==> config.mk <==
export PLATFORM = sky130hd
export DESIGN_NAME = rxds_status
export DESIGN_NICKNAME = d
export VERILOG_FILES = /design/src/inc/rxds_pkg.sv /design/src/inc/rxds_link_if.sv /design/src/rxds_mii_rx.sv /design/src/rxds_status.sv
export SDC_FILE = /design/constraint.sdc
export NUM_CORES = 1
export LEC_CHECK = 0
export ABC_CLOCK_PERIOD_IN_PS = 6500
export BUFFER_PORTS_ARGS = -buffer_cell sky130_fd_sc_hd__buf_2
export CAP_MARGIN = 20
export CORE_MARGIN = 4
export CORE_UTILIZATION = 50
export CTS_CLUSTER_DIAMETER = 80
export DETAILED_ROUTE_END_ITERATION = 8
export GPL_TIMING_DRIVEN = 1
export PLACE_DENSITY = 0.73
export SLEW_MARGIN = 20
export SYNTH_ARGS = -nofsm -noshare
export SYNTH_HDL_FRONTEND = slang
export SYNTH_SLANG_ARGS = --single-unit
==> constraint.sdc <==
create_clock -name ref_clk -period 6.5 [get_ports ref_clk]
set_input_delay 0.325 -clock ref_clk [delete_from_list [all_inputs] [get_ports ref_clk]]
set_output_delay 0.325 -clock ref_clk [all_outputs]
set_load 0.02 [all_outputs]
==> src/inc/rxds_pkg.sv <==
/*
 * constants and types for the receive descriptor status builder.
 * assumes a 40 mhz ref_clk that oversamples the mii receive clock.
 */
package rxds_pkg;

    // ------------------------------------------------------------
    // status word bit positions
    // ------------------------------------------------------------
    localparam int unsigned BIT_CRC_ERR = 1;
    localparam int unsigned BIT_DRIBBLE = 2;
    localparam int unsigned BIT_PHY_ERR = 3;
    localparam int unsigned BIT_WDOG = 4;
    localparam int unsigned BIT_FRAME_TYPE = 5;
    localparam int unsigned BIT_LATE_COL = 6;
    localparam int unsigned BIT_SEVEN = 7;
    localparam int unsigned BIT_ZERO = 0;
    localparam int unsigned BIT_LAST_DESC = 8;
    localparam int unsigned BIT_ERR_SUM = 15;
    localparam logic [15:0] STATUS_RST = 16'h0000;

    // ------------------------------------------------------------
    // frame layout and limits (byte counts include fcs)
    // ------------------------------------------------------------
    localparam logic [13:0] OFF_LT_HI = 14'h000C;
    localparam logic [13:0] OFF_LT_LO = 14'h000D;
    localparam logic [13:0] OFF_ET2_HI = 14'h0010;
    localparam logic [13:0] OFF_ET2_LO = 14'h0011;
    localparam logic [13:0] OFF_IP_STD = 14'h000E;
    localparam logic [13:0] OFF_IP_VLAN = 14'h0012;
    localparam logic [13:0] GIANT_STD = 14'h05EE;
    localparam logic [13:0] GIANT_VLAN = 14'h05F2;
    localparam logic [13:0] GIANT_2K = 14'h07D0;
    localparam logic [13:0] GIANT_JUMBO = 14'h233A;
    localparam logic [13:0] GIANT_JUMBO_VLAN = 14'h233E;
    localparam logic [13:0] WDOG_STD = 14'h0800;
    localparam logic [13:0] WDOG_JUMBO = 14'h2800;
    localparam logic [13:0] LATE_COL_BYTES = 14'h0040;
    localparam logic [15:0] LT_ETYPE_MIN = 16'h0600;
    localparam logic [15:0] TPID_VLAN = 16'h8100;
    localparam logic [15:0] ETYPE_IPV4 = 16'h0800;
    localparam logic [3:0] IP_VERSION4 = 4'h4;
    localparam logic [3:0] IHL_MIN = 4'h5;
    localparam logic [15:0] CSUM_GOOD = 16'hFFFF;

    // ------------------------------------------------------------
    // crc and mii coding
    // ------------------------------------------------------------
    localparam logic [31:0] CRC_INIT = 32'hFFFFFFFF;
    localparam logic [31:0] CRC_POLY = 32'hEDB88320;
    localparam logic [31:0] CRC_RESIDUE = 32'hDEBB20E3;
    localparam logic [3:0] NIB_PREAMBLE = 4'h5;
    localparam logic [3:0] NIB_SFD_HI = 4'hD;

    // synchroniser lane positions
    localparam int unsigned SYN_CLK = 0;
    localparam int unsigned SYN_DV = 1;
    localparam int unsigned SYN_ER = 2;
    localparam int unsigned SYN_COL = 3;
    localparam int unsigned SYN_D0 = 4;
    localparam logic [7:0] SYN_RST = 8'h00;

    typedef enum logic [1:0] {
        RXDS_IDLE,
        RXDS_PRE,
        RXDS_DATA
    } rxds_phase_type;

endpackage

==> src/inc/rxds_link_if.sv <==
/*
 * byte stream from the mii front end to the status builder.
 * assumes both ends run on ref_clk.
 */
interface rxds_link_if;
    logic byte_stb;
    logic [7:0] byte_data;
    logic frame_start;
    logic frame_end;
    logic odd_nib;
    logic er_seen;
    logic col;

    modport front (
        output byte_stb, byte_data, frame_start, frame_end, odd_nib, er_seen, col
    );
    modport back (
        input byte_stb, byte_data, frame_start, frame_end, odd_nib, er_seen, col
    );
endinterface

==> src/rxds_mii_rx.sv <==
/*
 * mii receive front end: synchronises the pins, finds the sfd and
 * assembles bytes. assumes the mii clock is far slower than ref_clk.
 */
module rxds_mii_rx
    import rxds_pkg::*;
(
    input wire logic ref_clk,
    input wire logic rst,
    input wire logic mii_rx_clk,
    input wire logic mii_rx_dv,
    input wire logic mii_rx_er,
    input wire logic [3:0] mii_rxd,
    input wire logic mii_col,
    rxds_link_if.front lnk
);

    typedef struct packed {
        logic [7:0] s1;
        logic [7:0] s2;
        logic [7:0] s3;
        logic [7:0] stab;
        rxds_phase_type ph;
        logic [3:0] lo;
        logic half;
        logic byte_stb;
        logic [7:0] byte_data;
        logic frame_start;
        logic frame_end;
        logic odd_nib;
        logic er_seen;
    } rxds_fe_type;

    rxds_fe_type r;
    rxds_fe_type n;

    // ------------------------------------------------------------
    // next state
    // ------------------------------------------------------------
    // sampling on the falling link edge: data is mid-bit there, so the
    // equal sync latency of clock and data lanes cannot skew it
    always_comb begin
        logic [7:0] agree;
        logic fall;
        logic dv;
        logic [3:0] nib;
        agree = 8'h00;
        fall = 1'b0;
        dv = 1'b0;
        nib = 4'h0;
        n = r;
        n.s1 = {mii_rxd, mii_col, mii_rx_er, mii_rx_dv, mii_rx_clk};
        n.s2 = r.s1;
        n.s3 = r.s2;
        agree = ~(r.s2 ^ r.s3);
        n.stab = (agree & r.s3) | (~agree & r.stab);
        fall = r.stab[SYN_CLK] & ~n.stab[SYN_CLK];
        dv = n.stab[SYN_DV];
        nib = n.stab[SYN_D0 +: 4];
        n.byte_stb = 1'b0;
        n.frame_start = 1'b0;
        n.frame_end = 1'b0;
        n.er_seen = fall & dv & n.stab[SYN_ER];
        case (r.ph)
            RXDS_IDLE: begin
                if (fall && dv) begin
                    n.ph = RXDS_PRE;
                    n.lo = nib;
                end
            end
            RXDS_PRE: begin
                if (fall) begin
                    if (!dv) begin
                        n.ph = RXDS_IDLE;
                        // aborted preamble: lets the builder drop a stale rx error
                        n.frame_end = 1'b1;
                    end else if (nib == NIB_SFD_HI && r.lo == NIB_PREAMBLE) begin
                        n.ph = RXDS_DATA;
                        n.frame_start = 1'b1;
                        n.half = 1'b0;
                    end
                    n.lo = nib;
                end
            end
            RXDS_DATA: begin
                if (fall) begin
                    if (!dv) begin
                        n.frame_end = 1'b1;
                        n.odd_nib = r.half;
                        n.ph = RXDS_IDLE;
                    end else if (r.half) begin
                        n.byte_stb = 1'b1;
                        n.byte_data = {nib, r.lo};
                        n.half = 1'b0;
                    end else begin
                        n.lo = nib;
                        n.half = 1'b1;
                    end
                end
            end
            default: begin
                n.ph = RXDS_IDLE;
            end
        endcase
    end

    // ------------------------------------------------------------
    // state register
    // ------------------------------------------------------------
    always_ff @(posedge ref_clk or posedge rst) begin
        if (rst) begin
            r <= '{s1: SYN_RST, s2: SYN_RST, s3: SYN_RST, stab: SYN_RST,
                   ph: RXDS_IDLE, lo: 4'h0, half: 1'b0, byte_stb: 1'b0,
                   byte_data: 8'h00, frame_start: 1'b0, frame_end: 1'b0,
                   odd_nib: 1'b0, er_seen: 1'b0};
        end else begin
            r <= n;
        end
    end

    // outputs toward the status builder
    assign lnk.byte_stb = r.byte_stb;
    assign lnk.byte_data = r.byte_data;
    assign lnk.frame_start = r.frame_start;
    assign lnk.frame_end = r.frame_end;
    assign lnk.odd_nib = r.odd_nib;
    assign lnk.er_seen = r.er_seen;
    assign lnk.col = r.stab[SYN_COL];

endmodule

==> src/rxds_status.sv <==
/*
 * builds the low status bits, last-descriptor and error summary bits
 * of the receive descriptor status word at the end of each frame.
 * assumes config, timestamp and address-filter inputs on ref_clk.
 */

// What this block does
// - with timestamping, bit 7 shows a timestamp snapshot was written
// - type-one checksum: bit 7 set when ipv4 header checksum mismatches
// - type-one checksum: bit 7 also set for any non-ipv4 frame
// - otherwise bit 7 flags giant frames: 1518, 1522 vlan, 2000 in 2k mode
// - jumbo enabled: giant only above 9018 bytes, 9022 with vlan
// - bit 6 flags a late collision during half-duplex reception
// - bit 5 set when length/type is 1536 or more, else cleared
// - bit 4 flags watchdog expiry; the frame is truncated there
// - bit 3 flags rx error seen while data valid during the frame
// - bit 2 flags an odd nibble count, only in mii mode
// - bit 1 flags a bad frame check sequence, on the last descriptor
// - timestamping or type-two offload: bit 0 says extended status written
// - type-two offload: bit 0 set even when the engine skips a frame
// - otherwise bit 0 set on upper address match, cleared on register 0
// - bit 8 marks the descriptor holding the end of the frame
// - bit 15 ors crc, rx error, watchdog, late collision, bit 7 and others
module rxds_status
    import rxds_pkg::*;
(
    input wire logic ref_clk,
    input wire logic rst,
    input wire logic mii_rx_clk,
    input wire logic mii_rx_dv,
    input wire logic mii_rx_er,
    input wire logic [3:0] mii_rxd,
    input wire logic mii_col,
    input wire logic cfg_ts_present,
    input wire logic cfg_csum_type1,
    input wire logic cfg_csum_type2,
    input wire logic cfg_jumbo_en,
    input wire logic cfg_2k_en,
    input wire logic cfg_half_duplex,
    input wire logic cfg_mii_mode,
    input wire logic ts_snapshot_done,
    input wire logic da_match_upper,
    input wire logic other_err,
    output logic [15:0] desc_status_r,
    output logic desc_wb_r,
    output logic frame_trunc_r
);

    typedef struct packed {
        logic in_frame;
        logic [13:0] cnt;
        logic [31:0] crc;
        logic [15:0] lt;
        logic [15:0] et2;
        logic [3:0] ihl;
        logic ver4;
        logic [7:0] hi;
        logic [15:0] csum;
        logic trunc;
        logic late_col;
        logic phy_err;
        logic [15:0] status;
        logic wb;
    } rxds_st_type;

    rxds_st_type r;
    rxds_st_type n;

    rxds_link_if lnk ();

    rxds_mii_rx u_front (
        .ref_clk(ref_clk),
        .rst(rst),
        .mii_rx_clk(mii_rx_clk),
        .mii_rx_dv(mii_rx_dv),
        .mii_rx_er(mii_rx_er),
        .mii_rxd(mii_rxd),
        .mii_col(mii_col),
        .lnk(lnk.front)
    );

    // ------------------------------------------------------------
    // helpers
    // ------------------------------------------------------------
    // reflected crc-32, one byte lsb first
    function automatic logic [31:0] crc_byte(input logic [31:0] c, input logic [7:0] d);
        logic [31:0] x;
        x = c;
        for (int i = 0; i < 8; i++) begin
            if (x[0] ^ d[i]) begin
                x = (x >> 1) ^ CRC_POLY;
            end else begin
                x = x >> 1;
            end
        end
        return x;
    endfunction

    // ones-complement add with end-around carry
    function automatic logic [15:0] oc_add(input logic [15:0] a, input logic [15:0] b);
        logic [16:0] s;
        s = {1'b0, a} + {1'b0, b};
        return s[15:0] + {15'h0000, s[16]};
    endfunction

    // ------------------------------------------------------------
    // next state
    // ------------------------------------------------------------
    always_comb begin
        logic vlan;
        logic ipv4;
        logic [13:0] ip_off;
        logic [13:0] rel;
        logic [13:0] wd_lim;
        logic [13:0] giant_lim;
        logic giant;
        logic csum_err;
        logic [15:0] st;
        vlan = (r.lt == TPID_VLAN);
        ipv4 = vlan ? (r.et2 == ETYPE_IPV4) : (r.lt == ETYPE_IPV4);
        ip_off = vlan ? OFF_IP_VLAN : OFF_IP_STD;
        rel = r.cnt - ip_off;
        wd_lim = cfg_jumbo_en ? WDOG_JUMBO : WDOG_STD;
        giant_lim = 14'h0000;
        giant = 1'b0;
        csum_err = 1'b0;
        st = STATUS_RST;
        n = r;
        n.wb = 1'b0;

        // a new frame restarts every accumulator except the rx error flag
        if (lnk.frame_start) begin
            n.in_frame = 1'b1;
            n.cnt = 14'h0000;
            n.crc = CRC_INIT;
            n.lt = 16'h0000;
            n.et2 = 16'h0000;
            n.ihl = 4'h0;
            n.ver4 = 1'b0;
            n.csum = 16'h0000;
            n.trunc = 1'b0;
            n.late_col = 1'b0;
        end else if (lnk.byte_stb && r.in_frame) begin
            if (r.cnt >= wd_lim) begin
                n.trunc = 1'b1;
            end else begin
                n.cnt = r.cnt + 14'h0001;
                n.crc = crc_byte(r.crc, lnk.byte_data);
                if (r.cnt == OFF_LT_HI) n.lt[15:8] = lnk.byte_data;
                if (r.cnt == OFF_LT_LO) n.lt[7:0] = lnk.byte_data;
                if (r.cnt == OFF_ET2_HI) n.et2[15:8] = lnk.byte_data;
                if (r.cnt == OFF_ET2_LO) n.et2[7:0] = lnk.byte_data;
                // ip header words summed while inside the header length
                if (r.cnt >= ip_off && r.cnt > OFF_LT_LO &&
                    (rel == 14'h0000 || rel < {8'h00, r.ihl, 2'b00})) begin
                    if (rel == 14'h0000) begin
                        n.ihl = lnk.byte_data[3:0];
                        n.ver4 = (lnk.byte_data[7:4] == IP_VERSION4);
                    end
                    if (!rel[0]) begin
                        n.hi = lnk.byte_data;
                    end else begin
                        n.csum = oc_add(r.csum, {r.hi, lnk.byte_data});
                    end
                end
            end
        end

        // late collision: collision past the slot time, half duplex only
        if (r.in_frame && cfg_half_duplex && lnk.col && r.cnt >= LATE_COL_BYTES) begin
            n.late_col = 1'b1;
        end

        // rx error may arrive in the preamble, so it is kept until write-back
        if (lnk.er_seen) begin
            n.phy_err = 1'b1;
        end

        // ------------------------------------------------------------
        // end of frame: compose and write back
        // ------------------------------------------------------------
        if (lnk.frame_end && r.in_frame) begin
            if (cfg_jumbo_en) begin
                giant_lim = vlan ? GIANT_JUMBO_VLAN : GIANT_JUMBO;
            end else if (cfg_2k_en) begin
                giant_lim = GIANT_2K;
            end else begin
                giant_lim = vlan ? GIANT_VLAN : GIANT_STD;
            end
            giant = (r.cnt > giant_lim);
            // non-ipv4 and short or malformed headers all report here
            csum_err = !ipv4 || !r.ver4 || r.ihl < IHL_MIN ||
                       r.cnt < ip_off + {8'h00, r.ihl, 2'b00} ||
                       r.csum != CSUM_GOOD;
            if (cfg_ts_present) begin
                st[BIT_SEVEN] = ts_snapshot_done;
            end else if (cfg_csum_type1) begin
                st[BIT_SEVEN] = csum_err;
            end else begin
                st[BIT_SEVEN] = giant;
            end
            st[BIT_LATE_COL] = r.late_col;
            st[BIT_FRAME_TYPE] = (r.lt >= LT_ETYPE_MIN);
            st[BIT_WDOG] = r.trunc;
            st[BIT_PHY_ERR] = n.phy_err;
            st[BIT_DRIBBLE] = cfg_mii_mode & lnk.odd_nib;
            st[BIT_CRC_ERR] = (r.crc != CRC_RESIDUE);
            // extended status covers skipped frames too, so it is constant
            if (cfg_ts_present || cfg_csum_type2) begin
                st[BIT_ZERO] = 1'b1;
            end else begin
                st[BIT_ZERO] = da_match_upper;
            end
            st[BIT_LAST_DESC] = 1'b1;
            st[BIT_ERR_SUM] = st[BIT_CRC_ERR] | st[BIT_PHY_ERR] | st[BIT_WDOG] |
                              st[BIT_LATE_COL] | st[BIT_SEVEN] | other_err;
            n.status = st;
            n.wb = 1'b1;
            n.in_frame = 1'b0;
            n.phy_err = 1'b0;
        end else if (!r.in_frame && !lnk.frame_start && lnk.frame_end) begin
            n.phy_err = 1'b0;
        end
    end

    // ------------------------------------------------------------
    // state register
    // ------------------------------------------------------------
    always_ff @(posedge ref_clk or posedge rst) begin
        if (rst) begin
            r <= '{in_frame: 1'b0, cnt: 14'h0000, crc: CRC_INIT, lt: 16'h0000,
                   et2: 16'h0000, ihl: 4'h0, ver4: 1'b0, hi: 8'h00, csum: 16'h0000,
                   trunc: 1'b0, late_col: 1'b0, phy_err: 1'b0, status: STATUS_RST,
                   wb: 1'b0};
        end else begin
            r <= n;
        end
    end

    // status word and ownership release leave together
    assign desc_status_r = r.status;
    assign desc_wb_r = r.wb;
    assign frame_trunc_r = r.trunc;

endmodule

==> flow_metrics.py <==
metrics = {
    "clocking": {
        "post_cts.repair.setup_buffers": 0,
        "clk_latency_ns": 0.43,
        "numCtsBuffers": 17,
        "clk_pin_slew_ns": 0.07,
        "cts_hold_buf": 8,
        "clockBufferDepth": 2,
        "cts_tree": "yes",
        "cts-resized-gates": 0,
        "cts.sinks": 174,
        "htreeDepth": 4,
        "cts_root_buffer": "clkbuf_16",
    },
    "timing": {
        "grt_setup_unrepaired": "false",
        "slew_violations": 0,
        "fin_ws_ns": 1.97,
        "skew_ns": 0.0149,
        "setup_viol": 0,
        "timing.final.crit_period_ns": 4.53,
        "post-route-period-util_pct": 69.8,
        "fin_setup_tns_ns": 0,
        "clock.fmax_ghz": 0.221,
        "hold_violations": 0,
        "slew_headroom_pct": 35.2,
        "tightest_slew_ns": 0.972,
    },
    "synth": {
        "ys_warn_count": 0,
        "async_flop_share_pct": 100,
        "syn_avg_cell_area_um2": 9.93,
        "syn_area_mm2": 0.00995,
        "synth-edff-count": 0,
        "synth_seq_area_share_pct": 44.2,
        "syn_inst": 1002,
        "synth_seq_cells": 174,
        "synthFlopType": "dfrtp_1",
        "synth_cell_type_count": 76,
    },
    "placement": {
        "io_buffers": 31,
        "pre_cts_slack_ns": 2.05,
        "post-dp-hpwl_um": 14700,
        "globalplace.congestion": 0.893,
    },
    "pwr": {
        "vdd_ir_drop_max_mv": 0.213,
        "p_leak_nw": 5.18,
        "power_density_mw_per_mm2": 216,
    },
    "setup_path": {
        "critPathMaxFanout": 8,
        "cp.required_ns": 6.81,
        "endpoint_kind": "flip-flop",
        "ff2ff_path_depth": 14,
        "worstSetupStartpointType": "flip-flop",
        "critical_path_class": "reg -> reg",
        "cp.arrival_ns": 4.85,
    },
    "routing": {
        "routed_wl_um": 21100,
        "vias": 7250,
        "drt_first_pass_iters": 5,
        "route.detailed.drc": 0,
        "avgRoutedWirePerCell_um": 16.5,
        "drt_iter0_markers": 556,
        "viasPerCell": 5.66,
        "antenna_left": 0,
    },
    "cells_and_area": {
        "layout_commonest_cell": "dfrtp_1",
        "area_growth_pct": 9.06,
        "fillers": 1722,
        "final_cell_mix": "dfrtp_1 (141), nand2_1 (97), nor2_1 (89)",
        "drive_gt1_share_pct": 13.0,
        "fin_nets": 1078,
        "antenna_cells": 0,
    },
    "floorplanning": {
        "die_w_um": 149,
        "core_area_mm2": 0.0195,
        "ios": 38,
        "initial_core_util_pct": 50.9,
        "fp-row-count": 51,
        "die_y_um": 149,
        "die-area_mm2": 0.0222,
    },
    "run_status": {
        "outcome": "finished clean",
    },
    "flow_run": {
        "maxCapViolCount": 0,
    },
    "grt": {
        "overflow": 0,
        "grt_pass1_vias": 7034,
        "grt_start_max_net_pins": 105,
        "grt.total_usage_pct": 19.8,
        "grt_pass1_wl_um": 35900,
        "grt_antenna_before_repair": 0,
    },
    "worst_hold_path": {
        "min_path_type": "in -> async",
    },
}
## cells in the mapped netlist, drive strengths merged (3+ instances only)
master | n | share of area, %
clkbuf | 36 | 1.4
xor2 | 44 | 3.9
nor4 | 11 | 0.69
dfstp | 32 | 8.5
fa | 3 | 0.60
o21ai | 41 | 2.1
or3 | 11 | 0.79
maj3 | 5 | 0.50
or2 | 3 | 0.21
a21oi | 48 | 2.4
a21o | 16 | 1.2
ha | 51 | 6.4
a32o | 3 | 0.30
nor3 | 21 | 1.1
nor2b | 5 | 0.31
nand2 | 97 | 3.7
nand4 | 14 | 0.88
dfrtp | 142 | 36
nor2 | 89 | 3.4
nand4b | 4 | 0.35
buf | 29 | 1.9
xnor2 | 71 | 6.6
nor3b | 5 | 0.49
nor4b | 3 | 0.26
and2 | 6 | 0.38
a211oi | 7 | 0.53
nand3 | 33 | 1.7
o22ai | 4 | 0.25
a31oi | 8 | 0.65
a211o | 32 | 2.8
nand2b | 9 | 0.57
o21a | 11 | 0.83
and3 | 10 | 0.63
inv | 28 | 1.1
mux2i | 23 | 2.3
mux2 | 13 | 1.8
## area by class of cell
class	count	area [um2]	area share, %
clock buffer	17	425	3.92
clock inverter	15	171	1.58
inverter	28	110	1.01
multi-input combinational	740	5150	47.5
sequential	174	4400	40.5
tap	265	332	3.06
timing repair buffer	43	265	2.44
## power by group
group	switching, mW	internal, mW
Clock	0.468	0.547
Sequential	0.0233	1.12
Combinational	0.103	0.0794
## registers in the layout (all words and copies together) (netlist names), 8 cells and up, named ones only
signal                 flops
u_front.r                 22
u_front.n                 16
desc_status_r             10
r                        110
u_front.lnk.byte_data      8
## worst max-delay path, stage by stage (launching register included)
cell and delay [ns]:
dfrtp_1 0.39, nor4_1 0.41, nand4_1 0.18, nor2_1 0.55
inv_1 0.23, ha_1 0.37, inv_1 0.07, o21bai_2 0.22
nor3_1 0.09, xor2_1 0.15, or3_4 0.41, nor3b_4 0.27
nand2_1 0.11, or3_1 0.57, mux2_4 0.38
## routing by layer
| metal | GRT usage, % | wire, um |
|---|---|---|
| met5 | 0 | 0 |
| met4 | 5.95 | 356 |
| met3 | 3.52 | 879 |
| met2 | 30.0 | 9490 |
| met1 | 29.3 | 10400 |
## logic make-up (layout without fill, tap and decap cells)
| logic type | count (synthesis) | after routing | share of synthesized area [%] |
|---|---|---|---|
| and+or+nand+nor | 328 | 328 | 16.0 |
| AOI/OAI and AO/OA | 196 | 196 | 13.5 |
| DFF | 174 | 174 | 44.2 |
| xor gates and xnor gates | 115 | 115 | 10.4 |
| buffers and inverters | 93 | 103 | 4.30 |
| adders and majority gates | 59 | 59 | 7.52 |
| muxes | 36 | 36 | 4.09 |
| other | 1 | 6 | 0.0377 |
## final timing paths
path | from | to | slack [ns]
max | r[65] | r[36] | 1.97
min | rst | desc_status_r[1] | 0.1
max reg2reg | r[65] | r[36] | 1.97
min reg2reg | u_front.n[40] | u_front.n[32] | 0.35
max in group asynchronous | rst | r[116] | 4.99
min in group ref_clk | cfg_half_duplex | r[18] | 0.17
## metrics by stage
stage / utilization, % / area [um2] / cells / total power [mW] / hold slack, ns
3_5_place_dp: 52.1 / 10200 / 1242 / 1.35 / 0.336
5_1_grt: 55.6 / 10800 / 1282 / 2.44 / 0.177
4_1_cts: 55.6 / 10800 / 1282 / 2.36 / 0.129
6_report: 55.6 / 10800 / 1282 / 2.34 / 0.0976
2_1_floorplan: - / 9970 / 1007 / 1.31 / 0.331
3_3_place_gp: 52.1 / 10200 / 1242 / 1.34 / 0.333
Power figures use the tool's default switching activity.
